### src/shared/lss_pkg.sv
package lss_pkg;
  // ---------------------------------------------------------------
  // Register map (byte addresses, 32-bit words)
  // ---------------------------------------------------------------
  localparam int ADDR_W = 5;
  localparam logic [ADDR_W-1:0] ADDR_CMD = 5'h00;
  localparam logic [ADDR_W-1:0] ADDR_CTRL = 5'h04;
  localparam logic [ADDR_W-1:0] ADDR_CFG = 5'h08;
  localparam logic [ADDR_W-1:0] ADDR_FAULT = 5'h0c;
  localparam logic [ADDR_W-1:0] ADDR_STATUS = 5'h10;
  localparam int WD_BIT = 15;
  // CTRL fields
  localparam int CTRL_ON = 0;
  localparam int CTRL_DIR_DIS = 2;
  localparam int CTRL_PWM_EN = 4;
  localparam int CTRL_VDD_FAIL_EN = 5;
  localparam int CTRL_OVERVOLTAGE_SHUTDOWN_DISABLE = 6;
  localparam int CTRL_W = 7;
  // CFG fields
  localparam int CFG_SLOPE = 0;
  localparam int CFG_STEP_RM = 2;
  localparam int CFG_STEADY = 3;
  localparam int CFG_COOL_EN = 5;
  localparam int CFG_LAMP = 6;
  localparam int CFG_COOL_SLOPE = 7;
  localparam int CFG_W = 9;
  // FAULT fields
  localparam int FLT_OT = 0;
  localparam int FLT_OC = 2;
  localparam int FLT_SC = 4;
  localparam int FLT_OS = 6;
  localparam int FLT_OLOFF = 8;
  localparam int FLT_OLON = 10;
  localparam int FLT_OV = 12;
  localparam int FLT_UV = 13;
  localparam int FLT_POR = 14;
  // STATUS fields
  localparam int ST_NORMAL = 0;
  localparam int ST_FAILSAFE = 1;
  localparam int ST_WD_ARMED = 2;
  localparam int ST_READY = 3;
  localparam int ST_HS = 4;
  localparam int ST_FAULT_N = 6;
  localparam int ST_RETRY0 = 8;
  localparam int ST_RETRY1 = 13;
  // ---------------------------------------------------------------
  // Timing
  // ---------------------------------------------------------------
  localparam int CLK_MHZ = 25;
  localparam int READY_TIME_US = 50;
  localparam int READY_CYCLES = READY_TIME_US * CLK_MHZ;
  localparam int RETRY_LIMIT = 16;
  localparam int RETRY_CNT_W = 5;
  localparam int COOL_CNT_W = 8;
  localparam int COOL_SHIFT_BASE = 6;
  localparam logic [1:0] STEP_COLD = 2'h3;

  typedef enum logic [2:0] {
    LSS_SLEEP = 3'b001,
    LSS_NORMAL = 3'b010,
    LSS_FAILSAFE = 3'b100
  } lss_mode_e;

  typedef struct packed {
    logic [ADDR_W-1:0] addr;
    logic [31:0] wdata;
    logic wr;
    logic rd;
  } lss_bus_s;

  typedef struct packed {
    logic [1:0] ot;
    logic [1:0] oc;
    logic [1:0] sc;
    logic [1:0] os;
    logic [1:0] ol_off;
    logic [1:0] ol_on;
    logic ov;
    logic uv;
  } lss_det_s;

  typedef struct packed {
    logic [1:0] overcurrent_slope_sel;
    logic inrush_step_remove;
    logic [1:0] steady_level_sel;
  } lss_ocp_s;
endpackage : lss_pkg

### src/logic/lss_supervisor.sv
`timescale 1ns/1ps
module lss_supervisor #(
  parameter int NCH = 2,
  parameter int WDOG_CYCLES = 250000,
  parameter int RETRY_CYCLES = 125000,
  parameter int COOL_TICK_CYCLES = 25000
) (
  input wire logic sys_clk,
  input wire logic rst_n,
  input wire lss_pkg::lss_bus_s bus,
  output logic [31:0] rdata,
  input wire logic wake_reset_in_n,
  input wire logic wake_in,
  input wire logic [1:0] direct_in,
  input wire logic failsafe_select_input,
  input wire logic vdd_fail,
  input wire logic supply_por,
  input wire logic [1:0] pwm_duty,
  input wire lss_pkg::lss_det_s det,
  output logic [1:0] high_side_outputs,
  output logic fault_status_n,
  output logic normal_mode_flag,
  output logic features_ready,
  output logic [1:0] inrush_apply,
  output logic [3:0] first_inrush_step,
  output lss_pkg::lss_ocp_s ocp
);
  import lss_pkg::*;

  if (NCH != 2) $error("lss_supervisor serves exactly two channels");
  if (WDOG_CYCLES < 2 || WDOG_CYCLES >= (1 << 24)) $error("bad watchdog period");
  if (RETRY_CYCLES < 2 || RETRY_CYCLES >= (1 << 24)) $error("bad retry period");
  if (COOL_TICK_CYCLES < 1 || COOL_TICK_CYCLES >= (1 << 24)) $error("bad cooling tick");

  // ---------------------------------------------------------------
  // Mode control
  // ---------------------------------------------------------------
  lss_mode_e mode_reg, mode_next;
  logic [CTRL_W-1:0] ctrl_reg;
  logic [CFG_W-1:0] cfg_reg;
  logic wd_armed_reg, wd_last_bit_reg, fs_by_wd_reg;
  logic [23:0] wd_cnt_reg;
  logic [3:0] src_prev_reg;
  logic wake, wd_enable, wd_timeout, fail, fs_exit, mode_change, clear_all;
  logic cmd_wr, fault_rd, wd_toggle;
  logic [1:0] fc, hs_cmd, hs_next, fault_ch, retry_fire, fc_rise;
  logic [3:0] src_now;

  assign cmd_wr = bus.wr && (bus.addr == ADDR_CMD);
  assign fault_rd = bus.rd && (bus.addr == ADDR_FAULT);
  assign wake = wake_reset_in_n | wake_in | (|direct_in);
  assign wd_enable = failsafe_select_input;
  assign wd_toggle = cmd_wr && (bus.wdata[WD_BIT] != wd_last_bit_reg);
  assign wd_timeout = wd_armed_reg && (wd_cnt_reg == 24'(WDOG_CYCLES - 1));
  assign fail = (vdd_fail & ctrl_reg[CTRL_VDD_FAIL_EN]) | (wd_timeout & wd_enable);
  assign fs_exit = (~vdd_fail & cmd_wr & bus.wdata[WD_BIT])
                   | (fs_by_wd_reg & ~failsafe_select_input);
  assign src_now = {wake_reset_in_n, wake_in, direct_in};

  always_comb begin
    mode_next = mode_reg;
    unique case (mode_reg)
      LSS_SLEEP: begin
        if (wake) mode_next = LSS_NORMAL;
      end
      LSS_NORMAL: begin
        if (!wake) mode_next = LSS_SLEEP;
        else if (fail) mode_next = LSS_FAILSAFE;
      end
      LSS_FAILSAFE: begin
        if (!wake) mode_next = LSS_SLEEP;
        else if (fs_exit) mode_next = LSS_NORMAL;
      end
    endcase
  end

  assign mode_change = ((mode_reg == LSS_NORMAL) && (mode_next == LSS_FAILSAFE))
                       || ((mode_reg == LSS_FAILSAFE) && (mode_next == LSS_NORMAL));
  assign clear_all = mode_change | (vdd_fail & ~det.uv) | supply_por;

  always_ff @(posedge sys_clk) begin
    if (!rst_n || supply_por) mode_reg <= LSS_SLEEP;
    else mode_reg <= mode_next;
  end

  always_ff @(posedge sys_clk) begin
    if (!rst_n) fs_by_wd_reg <= 1'b0;
    else if (mode_reg == LSS_NORMAL && mode_next == LSS_FAILSAFE)
      fs_by_wd_reg <= wd_timeout & wd_enable;
    else if (mode_next != LSS_FAILSAFE) fs_by_wd_reg <= 1'b0;
  end

  // ---------------------------------------------------------------
  // Watchdog
  // ---------------------------------------------------------------
  always_ff @(posedge sys_clk) begin
    if (!rst_n) src_prev_reg <= 4'h0;
    else src_prev_reg <= src_now;
  end

  // Armed only by an edge, so a host that never toggles after a quiet start is not punished
  always_ff @(posedge sys_clk) begin
    if (!rst_n || !wd_enable || mode_reg == LSS_SLEEP) wd_armed_reg <= 1'b0;
    else if (|(src_now & ~src_prev_reg)) wd_armed_reg <= 1'b1;
  end

  always_ff @(posedge sys_clk) begin
    if (!rst_n || mode_next != LSS_NORMAL) wd_last_bit_reg <= 1'b0;
    else if (cmd_wr) wd_last_bit_reg <= bus.wdata[WD_BIT];
  end

  always_ff @(posedge sys_clk) begin
    if (!rst_n || !wd_armed_reg || mode_reg != LSS_NORMAL || wd_toggle) wd_cnt_reg <= 24'h0;
    else if (!wd_timeout) wd_cnt_reg <= wd_cnt_reg + 24'h1;
  end

  // ---------------------------------------------------------------
  // Start-up readiness
  // ---------------------------------------------------------------
  logic [10:0] ready_cnt_reg;
  logic ready_reg;
  always_ff @(posedge sys_clk) begin
    if (!rst_n || mode_reg == LSS_SLEEP) begin
      ready_cnt_reg <= 11'h0;
      ready_reg <= 1'b0;
    end else if (ready_cnt_reg == 11'(READY_CYCLES - 1)) begin
      ready_reg <= 1'b1;
    end else begin
      ready_cnt_reg <= ready_cnt_reg + 11'h1;
    end
  end

  // ---------------------------------------------------------------
  // Configuration registers
  // ---------------------------------------------------------------
  // Outside normal mode software cannot alter the defaults
  always_ff @(posedge sys_clk) begin
    if (!rst_n || supply_por || mode_next != LSS_NORMAL) begin
      ctrl_reg <= '0;
      cfg_reg <= '0;
    end else if (bus.wr && bus.addr == ADDR_CTRL) begin
      ctrl_reg <= bus.wdata[CTRL_W-1:0];
    end else if (bus.wr && bus.addr == ADDR_CFG) begin
      cfg_reg <= bus.wdata[CFG_W-1:0];
    end
  end

  logic pwm_en, ov_shut, cool_active;
  assign pwm_en = ctrl_reg[CTRL_PWM_EN];
  assign ov_shut = det.ov & ~ctrl_reg[CTRL_OVERVOLTAGE_SHUTDOWN_DISABLE];
  assign cool_active = (mode_reg == LSS_NORMAL) && pwm_en && cfg_reg[CFG_COOL_EN]
                       && cfg_reg[CFG_LAMP];

  // ---------------------------------------------------------------
  // Cooling tick
  // ---------------------------------------------------------------
  logic [23:0] tick_cnt_reg;
  logic cool_tick;
  assign cool_tick = (tick_cnt_reg == 24'(COOL_TICK_CYCLES - 1));
  always_ff @(posedge sys_clk) begin
    if (!rst_n || cool_tick) tick_cnt_reg <= 24'h0;
    else tick_cnt_reg <= tick_cnt_reg + 24'h1;
  end

  // ---------------------------------------------------------------
  // Per-channel protection, retry and outputs
  // ---------------------------------------------------------------
  logic [RETRY_CNT_W-1:0] retry_cnt [NCH];
  logic [1:0] oc_lat, ot_lat, sc_lat, uv_lat;

  for (genvar x = 0; x < NCH; x++) begin : g_ch
    logic fc_prev_reg, oc_reg, ot_reg, sc_reg, uv_reg, inrush_reg;
    logic [RETRY_CNT_W-1:0] rcnt_reg;
    logic [23:0] rtimer_reg;
    logic [COOL_CNT_W-1:0] off_cnt_reg;
    logic [1:0] step_reg;
    logic retry_term, can_retry, lat_clr;
    logic [COOL_CNT_W-1:0] scaled;

    assign fc[x] = (direct_in[x] & ~ctrl_reg[CTRL_DIR_DIS + x] & ~pwm_en)
                   | ctrl_reg[CTRL_ON + x];
    always_comb begin
      hs_cmd[x] = 1'b0;
      if (mode_reg == LSS_FAILSAFE) hs_cmd[x] = direct_in[x];
      else if (mode_reg == LSS_NORMAL)
        hs_cmd[x] = (((direct_in[x] & ~ctrl_reg[CTRL_DIR_DIS + x]) | ctrl_reg[CTRL_ON + x])
                    & ~pwm_en) | (ctrl_reg[CTRL_ON + x] & pwm_duty[x] & pwm_en);
    end

    always_ff @(posedge sys_clk) begin
      if (!rst_n) fc_prev_reg <= 1'b0;
      else fc_prev_reg <= fc[x];
    end
    assign fc_rise[x] = fc[x] & ~fc_prev_reg;

    assign retry_term = oc_reg | ot_reg | uv_reg;
    assign can_retry = retry_term && (rcnt_reg < RETRY_CNT_W'(RETRY_LIMIT));
    assign retry_fire[x] = can_retry && (rtimer_reg == 24'(RETRY_CYCLES - 1));
    assign lat_clr = fc_rise[x] | clear_all;

    // Latches only set while the channel is commanded on; live detection covers the off case
    always_ff @(posedge sys_clk) begin
      if (!rst_n) begin
        oc_reg <= 1'b0;
        ot_reg <= 1'b0;
        sc_reg <= 1'b0;
        uv_reg <= 1'b0;
      end else begin
        oc_reg <= (oc_reg & ~(lat_clr | retry_fire[x])) | (det.oc[x] & hs_cmd[x]);
        ot_reg <= (ot_reg & ~(lat_clr | retry_fire[x])) | (det.ot[x] & hs_cmd[x]);
        sc_reg <= (sc_reg & ~lat_clr) | (det.sc[x] & hs_cmd[x]);
        uv_reg <= (uv_reg & ~(lat_clr | retry_fire[x])) | (det.uv & hs_cmd[x]);
      end
    end

    always_ff @(posedge sys_clk) begin
      if (!rst_n || !can_retry || retry_fire[x] || lat_clr) rtimer_reg <= 24'h0;
      else rtimer_reg <= rtimer_reg + 24'h1;
    end

    always_ff @(posedge sys_clk) begin
      if (!rst_n || lat_clr) rcnt_reg <= '0;
      else if (retry_fire[x]) rcnt_reg <= rcnt_reg + RETRY_CNT_W'(1);
    end

    always_ff @(posedge sys_clk) begin
      if (!rst_n) inrush_reg <= 1'b0;
      else inrush_reg <= fc_rise[x] | retry_fire[x];
    end

    always_ff @(posedge sys_clk) begin
      if (!rst_n || high_side_outputs[x]) off_cnt_reg <= '0;
      else if (cool_tick && off_cnt_reg != '1) off_cnt_reg <= off_cnt_reg + COOL_CNT_W'(1);
    end

    // Longer off time means a colder filament and a higher first step
    assign scaled = off_cnt_reg >> (COOL_SHIFT_BASE - 32'(cfg_reg[CFG_COOL_SLOPE +: 2]));
    always_ff @(posedge sys_clk) begin
      if (!rst_n || !cool_active) step_reg <= STEP_COLD;
      else if (fc_rise[x]) step_reg <= (scaled > COOL_CNT_W'(STEP_COLD)) ? STEP_COLD
                                       : scaled[1:0];
    end

    assign hs_next[x] = hs_cmd[x] & ~oc_reg & ~ot_reg & ~sc_reg & ~uv_reg & ~det.uv
                        & ~ov_shut;
    assign fault_ch[x] = oc_reg | ot_reg | sc_reg | uv_reg | det.ot[x] | det.os[x]
                         | det.ol_off[x];
    assign retry_cnt[x] = rcnt_reg;
    assign oc_lat[x] = oc_reg;
    assign ot_lat[x] = ot_reg;
    assign sc_lat[x] = sc_reg;
    assign uv_lat[x] = uv_reg;
    assign inrush_apply[x] = inrush_reg;
    assign first_inrush_step[2*x +: 2] = step_reg;
  end

  // ---------------------------------------------------------------
  // Fault flags, clear on read; a new event in the read cycle survives
  // ---------------------------------------------------------------
  logic [1:0] ot_f_reg, oc_f_reg, sc_f_reg, os_f_reg, oloff_f_reg, olon_f_reg;
  logic ov_f_reg, uv_f_reg, por_f_reg;
  logic flag_clr;
  assign flag_clr = fault_rd | clear_all;

  always_ff @(posedge sys_clk) begin
    if (!rst_n) begin
      ot_f_reg <= 2'h0;
      oc_f_reg <= 2'h0;
      sc_f_reg <= 2'h0;
      os_f_reg <= 2'h0;
      oloff_f_reg <= 2'h0;
      olon_f_reg <= 2'h0;
      ov_f_reg <= 1'b0;
      uv_f_reg <= 1'b0;
    end else begin
      ot_f_reg <= (ot_f_reg & ~{2{flag_clr}}) | det.ot;
      oc_f_reg <= (oc_f_reg & ~{2{flag_clr}}) | oc_lat;
      sc_f_reg <= (sc_f_reg & ~{2{flag_clr}}) | sc_lat;
      os_f_reg <= (os_f_reg & ~{2{fault_rd}}) | det.os;
      oloff_f_reg <= (oloff_f_reg & ~{2{fault_rd}}) | det.ol_off;
      olon_f_reg <= (olon_f_reg & ~{2{fault_rd}}) | det.ol_on;
      ov_f_reg <= (ov_f_reg & ~flag_clr) | det.ov;
      uv_f_reg <= (uv_f_reg & ~flag_clr) | det.uv;
    end
  end

  // Power-on flag survives fail-safe entry, as do the off-state short and openload flags
  always_ff @(posedge sys_clk) begin
    if (!rst_n || supply_por) por_f_reg <= 1'b1;
    else if (fault_rd) por_f_reg <= 1'b0;
  end

  // ---------------------------------------------------------------
  // Pins
  // ---------------------------------------------------------------
  always_ff @(posedge sys_clk) begin
    if (!rst_n) begin
      high_side_outputs <= 2'h0;
      fault_status_n <= 1'b1;
      normal_mode_flag <= 1'b0;
      features_ready <= 1'b0;
      ocp <= '0;
    end else begin
      high_side_outputs <= hs_next;
      fault_status_n <= ~((|fault_ch) | ov_shut | det.uv);
      normal_mode_flag <= (mode_reg == LSS_NORMAL);
      features_ready <= ready_reg;
      ocp <= {cfg_reg[CFG_SLOPE +: 2], cfg_reg[CFG_STEP_RM], cfg_reg[CFG_STEADY +: 2]};
    end
  end

  // ---------------------------------------------------------------
  // Read port
  // ---------------------------------------------------------------
  logic [31:0] rd_mux;
  always_comb begin
    rd_mux = 32'h0;
    unique case (bus.addr)
      ADDR_CMD: rd_mux[WD_BIT] = wd_last_bit_reg;
      ADDR_CTRL: rd_mux[CTRL_W-1:0] = ctrl_reg;
      ADDR_CFG: rd_mux[CFG_W-1:0] = cfg_reg;
      ADDR_FAULT: begin
        rd_mux[FLT_OT +: 2] = ot_f_reg;
        rd_mux[FLT_OC +: 2] = oc_f_reg;
        rd_mux[FLT_SC +: 2] = sc_f_reg;
        rd_mux[FLT_OS +: 2] = os_f_reg;
        rd_mux[FLT_OLOFF +: 2] = oloff_f_reg;
        rd_mux[FLT_OLON +: 2] = olon_f_reg;
        rd_mux[FLT_OV] = ov_f_reg;
        rd_mux[FLT_UV] = uv_f_reg;
        rd_mux[FLT_POR] = por_f_reg;
      end
      ADDR_STATUS: begin
        rd_mux[ST_NORMAL] = normal_mode_flag;
        rd_mux[ST_FAILSAFE] = (mode_reg == LSS_FAILSAFE);
        rd_mux[ST_WD_ARMED] = wd_armed_reg;
        rd_mux[ST_READY] = features_ready;
        rd_mux[ST_HS +: 2] = high_side_outputs;
        rd_mux[ST_FAULT_N] = fault_status_n;
        rd_mux[ST_RETRY0 +: RETRY_CNT_W] = retry_cnt[0];
        rd_mux[ST_RETRY1 +: RETRY_CNT_W] = retry_cnt[1];
      end
      default: rd_mux = 32'h0;
    endcase
  end

  always_ff @(posedge sys_clk) begin
    if (!rst_n || !bus.rd) rdata <= 32'h0;
    else rdata <= rd_mux;
  end
endmodule : lss_supervisor

### config.mk
export PLATFORM = sky130hd
export DESIGN_NAME = lss_supervisor
export DESIGN_NICKNAME = d
export VERILOG_FILES = /design/src/shared/lss_pkg.sv /design/src/logic/lss_supervisor.sv
export SDC_FILE = /design/constraint.sdc
export NUM_CORES = 1
export LEC_CHECK = 0
export ABC_AREA = 1
export BUFFER_PORTS_ARGS = -buffer_cell sky130_fd_sc_hd__buf_2
export CELL_PAD_IN_SITES_DETAIL_PLACEMENT = 1
export CELL_PAD_IN_SITES_GLOBAL_PLACEMENT = 1
export CORE_UTILIZATION = 45
export DETAILED_ROUTE_END_ITERATION = 7
export GPL_TIMING_DRIVEN = 0
export PLACE_DENSITY_LB_ADDON = 0.3
export SYNTH_ARGS = -nofsm -noshare
export SYNTH_HDL_FRONTEND = slang
export SYNTH_SLANG_ARGS = --single-unit
### constraint.sdc
create_clock -name sys_clk -period 2.6 [get_ports sys_clk]
set_input_delay 0.39 -clock sys_clk [delete_from_list [all_inputs] [get_ports sys_clk]]
set_output_delay 0.39 -clock sys_clk [all_outputs]
set_load 0.01 [all_outputs]
==> results of run 1 <==
## layout by cell type (no fill, tap or decap), drive strengths merged, types with 41 or more instances in the layout
master,count
inv,198
nor3,59
nor2,247
nand2,272
nand3,80
buf,103
clkbuf,48
xor2,41
a21oi,73
o21ai,53
dfxtp,219
nand4,51
## cell type report
type / instances / area, µm² / share of cell area, %
Sequential cell: 219 / 4380 / 35.2
Tap cell: 319 / 399 / 3.21
Inverter: 200 / 751 / 6.03
Timing Repair Buffer: 75 / 375 / 3.02
Clock buffer: 36 / 757 / 6.08
Multi-Input combinational cell: 1027 / 5420 / 43.5
Clock inverter: 7 / 87.6 / 0.704
Antenna cell: 6 / 15.0 / 0.121
Buffer: 40 / 256 / 2.06
## routing by layer
layer | up-vias | track usage [%] | share of wire (%) | routed length, µm
met5 | - | 0 | 0 | 0
met4 | 0 | 9.34 | 3.1 | 976
met3 | 66 | 3.35 | 3.5 | 1090
met2 | 168 | 46.1 | 49 | 15300
met1 | 4883 | 31.9 | 45 | 14100
li1 | 5016 | - | - | -
## worst paths after layout
kind                        start               end  slack (ns)  depth (start not counted)
hold / removal             det[2]     olon_f_reg[0]        0.09                          3
setup / recovery  tick_cnt_reg[0]  tick_cnt_reg[10]        0.52                          9
setup reg to reg  tick_cnt_reg[0]  tick_cnt_reg[10]        0.52                          9
hold reg to reg         ready_reg    features_ready        0.45                          2
## metrics by stage
| step | util, % | hold slack [ns] | worst slack, ns | total power [mW] |
|---|---|---|---|---|
| final | 53.0 | 0.0869 | 0.516 | 7.29 |
| after floorplan | - | 0.407 | 0.868 | 3.63 |
| after detailed placement | 49.3 | 0.438 | 0.196 | 3.74 |
| after global placement | 49.3 | 0.426 | 0.273 | 3.73 |
| after CTS | 52.9 | 0.0783 | 0.495 | 7.34 |
| after global routing | 53.0 | 0.100 | 0.305 | 7.49 |
## power groups by stage
stage	clock network [mW]	registers, mW	logic, mW
6_report	3.62	3.40	0.268
5_1_grt	3.79	3.41	0.295
4_1_cts	3.67	3.40	0.267
3_5_place_dp	0	3.48	0.264
3_3_place_gp	0	3.48	0.257
2_1_floorplan	0	3.47	0.156
## tightest hold or removal path, cell delays in order
cell and delay (ns):
buf_2 0.08, a21oi_1 0.03, nor2_1 0.07
## kinds of logic after synthesis
group / count (synthesis) / synth area share (%)
flops: 219 / 40.7
mux: 11 / 1.13
simple gates: 768 / 34.1
other cells: 1 / 0.0349
compound gates: 170 / 9.08
fa+ha+maj: 11 / 1.28
buf+inv: 240 / 9.36
xor+xnor: 53 / 4.31
==> flow_summary_export.csv, run 1 <==
group,metric,value,unit
synth,yosys.cell_count.top_type,"nand2_1",
clock_network,cts_tree,"built",
synth,yosys_warnings,0,
sta,final.min_clock_period,2.08,ns
synth,synth_flop_cell,"dfxtp_1",
synth,ys_ff_latch,219,
worst_setup_path,slowest_delay,0.37,ns
global_route,antenna_found_initial,6,
sta,max-slew-margin-rel,52.5,%
clock_network,cts_made_buffers,25,
route,dr.pass1.iters,5,
route,viasPerCell,5.25,
synth,synth_area,10800,µm²
power_and_ir_drop,netSwitchingFraction,22.2,%
die,row_count,56,
die,num_io_pins,112,
worst_setup_path,crit_buf_inv,2,
power_and_ir_drop,power_density,586,nW/µm²
route,wl_per_cell,16.3,µm
clock_network,clk_latency,0.52,ns
worst_setup_path,crit_fanout,10,
clock_network,cts_buffer_depth,3,
route,first_iter_violations,453,
worst_setup_path,cpMostUsedCell,"nand2_1",
sta,finalHoldViolCount,0,
placed_design,placed_cell_area,11600,µm²
global_route,grt_pass1_wl,51.0,mm
worst_hold_path,hold_path_class,"in -> reg",
finish,nets,1663,
synth,synthTopCellsByArea,"dfxtp_1 41%, nand2_1 9.0%, nor2_1 6.9%, inv_1 6.8%, nand3_1 3.3%",
worst_setup_path,cp.arrival,2.47,ns
worst_setup_path,crit_type,"reg -> reg",
route,ant_nets,0,
sta,finalSetupViolations,0,
power_and_ir_drop,ir_drop,0.000373,V
die,dieArea,24500,µm²
global_route,grt_pass1_vias,10400,
synth,synthTopCellsByCount,"259 x nand2_1, 219 x dfxtp_1, 199 x nor2_1, 194 x inv_1, 72 x nand3_1",
sta,fmax,0.480,GHz
sta,fin_crit_sh,80.1,%
worst_setup_path,crit_path_end_kind,"flop",
placed_design,place_inst,1880,
synth,synthDominantCellAreaShare,40.7,%
worst_setup_path,startpoint_type,"flop",
clock_network,cts_resized,0,
clock_network,htreeDepth,1,
sta,worst_pin_slew,0.706,ns
worst_setup_path,crit_chain,"ha_1, nand2_1, inv_1, nand3_1, nor2_1, nand4_2, nand2_1, buf_4, nor3_1",
route,vias,10100,
run,cap_viol_max_count,0,
synth,ys_types,55,
die,start_util,45.8,%
finish,drive_gt1_share,15.6,%
placed_design,place.gp.congestion,0.907,
power_and_ir_drop,p_int,5.68,mW
power_and_ir_drop,switchingPower,1.62,mW
power_and_ir_drop,p_clk_share,49.7,%
placed_design,port_buffers,75,
global_route,grt_usage,25.9,%
worst_setup_path,critPathSlowestCell,"dfxtp_1",
sta,drv_slew,0,
global_route,grt_max_degree,13,
power_and_ir_drop,leakagePower,4.79,nW
outcome,status,"completed",
power_and_ir_drop,seqPwrFrac,46.7,%
synth,postSynthAreaPerCell,7.30,µm²
finish,fin_cells,1929,
global_route,overflow,0,
finish,fillers,3083,
clock_network,post_cts_buffers,0,
synth,async_flop_share,0,%
route,remaining_drc_errors,0,
die,core,23500,µm²
clock_network,clkTransAtPathRegs,0.06,ns
clock_network,cts_sinks,219,
synth,synth_edf_count,0,
sta,tns,0,ns
power_and_ir_drop,p_comb_share,3.7,%
sta,fin_skew,0.0106,ns
clock_network,cts-root-buf,"clkbuf_16",
die,die_h,157,µm
worst_setup_path,cp_top_family,"simple AND/OR/NAND/NOR gates",
finish,syn_to_final_growth,15.6,%
synth,synth_top_area_cell,"dfxtp_1",
synth,seq_area_frac_synth,40.7,%
clock_network,hold_buffers,0,
placed_design,hpwl,23.8,mm
finish,largest_reg_flops,48,
synth,synthCells,1473,
worst_setup_path,required,2.99,ns
sta,rsz0062_at_grt,"no",
die,fp.dieW,157,µm
finish,fin_area,12400,µm²
route,drt_wl_total,31.5,mm
Note: power is estimated with default switching activity, not from simulation.
==> run 2, diff against run 1 <==
CORE_UTILIZATION = 43   (was 45)
clock period = 2.02 ns   (was 2.6 ns; I/O delays follow)
==> run 2 against run 1 <==
Compared with the run above: worst hold slack got worse by 0.072 ns; combinational power rose by 37%; sequential power increased by 29%; power rose by 28%; critical path depth unchanged; routed wire length grew 0.77%; non-clock buffer count up 11; utilization down 1.4 points; maximum frequency rose by 9.6%; critical path type unchanged; largest cell class unchanged.
==> flow_summary_export.csv, run 2 (synthesized netlist as in run 1, its figures left out) <==
group,metric,value,unit
sta,fin_skew,0.0195,ns
worst_setup_path,critPathSlowestCell,"dfxtp_1",
worst_setup_path,path_depth,9,
global_route,grt_max_degree,15,
worst_setup_path,startpoint_type,"flop",
placed_design,hpwl,23.8,mm
finish,regArea,4390,µm²
finish,fillers,3177,
sta,fin_crit_sh,94.1,%
worst_setup_path,ff2ff_path_depth,9,
route,dr.pass1.iters,4,
power_and_ir_drop,netSwitchingFraction,22.9,%
die,row_count,57,
global_route,grt_pass1_wl,52.0,mm
worst_setup_path,r2r_end,"g_ch[0].rtimer_reg[10]",
sta,worst_pin_slew,0.762,ns
global_route,grt_pass1_vias,10500,
sta,drv_slew,0,
route,remaining_drc_errors,0,
sta,tns,0,ns
power_and_ir_drop,switchingPower,2.13,mW
global_route,overflow,0,
sta,finalHoldViolCount,0,
sta,max-slew-margin-rel,48.8,%
placed_design,place_inst,1885,
power_and_ir_drop,ir_drop,0.000561,V
worst_setup_path,rr_startpoint,"g_ch[0].rtimer_reg[0]",
sta,final.min_clock_period,1.90,ns
global_route,grt_usage,24.7,%
clock_network,clkTransAtPathRegs,0.06,ns
clock_network,cts-root-buf,"clkbuf_16",
finish,multi_input_area,5510,µm²
placed_design,placed_cell_area,11600,µm²
power_and_ir_drop,finalPower,9.32,mW
finish,drive_gt1_share,17.5,%
die,dieArea,25700,µm²
sta,finalSetupViolations,0,
worst_hold_path,hold_path_class,"in -> reg",
power_and_ir_drop,p_comb_share,3.9,%
clock_network,clk_latency,0.52,ns
worst_setup_path,slowest_delay,0.35,ns
worst_setup_path,crit_type,"reg -> reg",
worst_setup_path,crit_chain,"ha_1, nand2_1, nor3_1, nand3_1, nor2_4, inv_1, nand3_4, buf_6, nor2_2",
worst_setup_path,crit_start,"g_ch[0].rtimer_reg[0]",
die,start_util,44.0,%
run,cap_viol_max_count,0,
finish,largest_reg_flops,48,
worst_setup_path,required,2.42,ns
worst_setup_path,crit_buf_inv,2,
power_and_ir_drop,seqPwrFrac,47.0,%
die,fp.dieW,160,µm
worst_setup_path,crit_end,"g_ch[0].rtimer_reg[10]",
global_route,antenna_found_initial,3,
finish,fin_cells,1943,
placed_design,dp_slack,-0.295,ns
worst_setup_path,cp.arrival,2.30,ns
die,core,24500,µm²
route,ant_nets,0,
power_and_ir_drop,p_clk_share,49.0,%
clock_network,cts_tree,"built",
finish,final_common_cell,"nand2_1",
placed_design,port_buffers,75,
worst_setup_path,cp_top_family,"simple AND/OR/NAND/NOR gates",
worst_hold_path,min_from,"det[9]",
route,viasPerCell,5.20,
worst_setup_path,crit_fanout,10,
clock_network,cts_buffer_depth,3,
outcome,status,"completed",
route,wl_per_cell,16.3,µm
clock_network,cts_sinks,219,
finish,final_cell_mix,"257 x nand2_1, 216 x dfxtp_1, 194 x nor2_1",
finish,syn_to_final_growth,17.4,%
route,vias,10100,
power_and_ir_drop,leakagePower,4.84,nW
placed_design,place.gp.congestion,0.882,
sta,fmax,0.526,GHz
clock_network,cts_made_buffers,25,
sta,hold_slack,0.0146,ns
route,first_iter_violations,469,
power_and_ir_drop,power_density,738,nW/µm²
finish,nets,1674,
finish,fin_util,51.6,%
finish,fin_area,12600,µm²
worst_setup_path,r2r_slack,0.12,ns
route,drt_wl_total,31.7,mm
die,num_io_pins,112,
clock_network,htreeDepth,1,
worst_setup_path,crit_path_end_kind,"flop",
power_and_ir_drop,p_int,7.19,mW
sta,rsz0062_at_grt,"yes",
sta,setup_ws,0.119,ns
die,die_h,160,µm
[run 2: cell types whose count changed in the layout (fill, tap and decap cells not counted), sizes merged, moves of 3 or more]
cell / before / now
buf: 103 / 113
clkbuf: 48 / 37
clkinv: 6 / 10
clkinvlp: 1 / 5
diode: 6 / 3
dlygate4sd3: 0 / 3
[run 2: worst min path at each step]
stage / end / slack (ns) / cells past startpoint
after floorplan: src_prev_reg[0] / 0.40 / 2
after global placement: tick_cnt_reg[0] / 0.43 / 1
after global routing: g_ch[1].sc_reg / 0.03 / 3
final: g_ch[1].sc_reg / 0.01 / 3
after detailed placement: g_ch[0].rtimer_reg[0] / 0.44 / 1
after CTS: olon_f_reg[0] / 0.006 / 3
[run 2: worst min-delay path: stages]
cell and delay, ns:
buf_2 0.10, nand2_1 0.05, nand2_1 0.05
[run 2: timing repair]
item | in CTS | in global routing
gates resized for setup | 4 | 29
gates cloned | 0 | 0
endpoints found under the setup margin | 25 | 102
hold endpoints to repair | 3 | 0
hold buffers | 3 | 0
setup buffers | 2 | 7
pin swaps | 0 | 6
[run 2: power groups by stage]
| stage | clock, mW | combinational (mW) | sequential [mW] |
|---|---|---|---|
| after CTS | 4.69 | 0.354 | 4.38 |
| final | 4.57 | 0.367 | 4.38 |
| after detailed placement | 0 | 0.340 | 4.48 |
| after floorplan | 0 | 0.201 | 4.47 |
| after global placement | 0 | 0.332 | 4.47 |
| after global routing | 4.83 | 0.403 | 4.38 |
[run 2: area by class of cell]
type	count	share of cell area, %
clock inverter	17	1.46
antenna	3	0.0594
inverter	200	5.94
clock buffer	27	5.09
buffer	39	2.15
multi-input combinational	1027	43.6
timing repair buffer	87	3.74
tap	324	3.21
sequential	219	34.7
[run 2: routing by layer]
| metal | global-route usage (%) | vias up | wire length [µm] |
|---|---|---|---|
| li1 | - | 5042 | - |
| met5 | 0 | - | 0 |
| met3 | 2.91 | 56 | 1060 |
| met1 | 30.9 | 4839 | 14300 |
| met4 | 7.84 | 0 | 865 |
| met2 | 43.9 | 166 | 15500 |
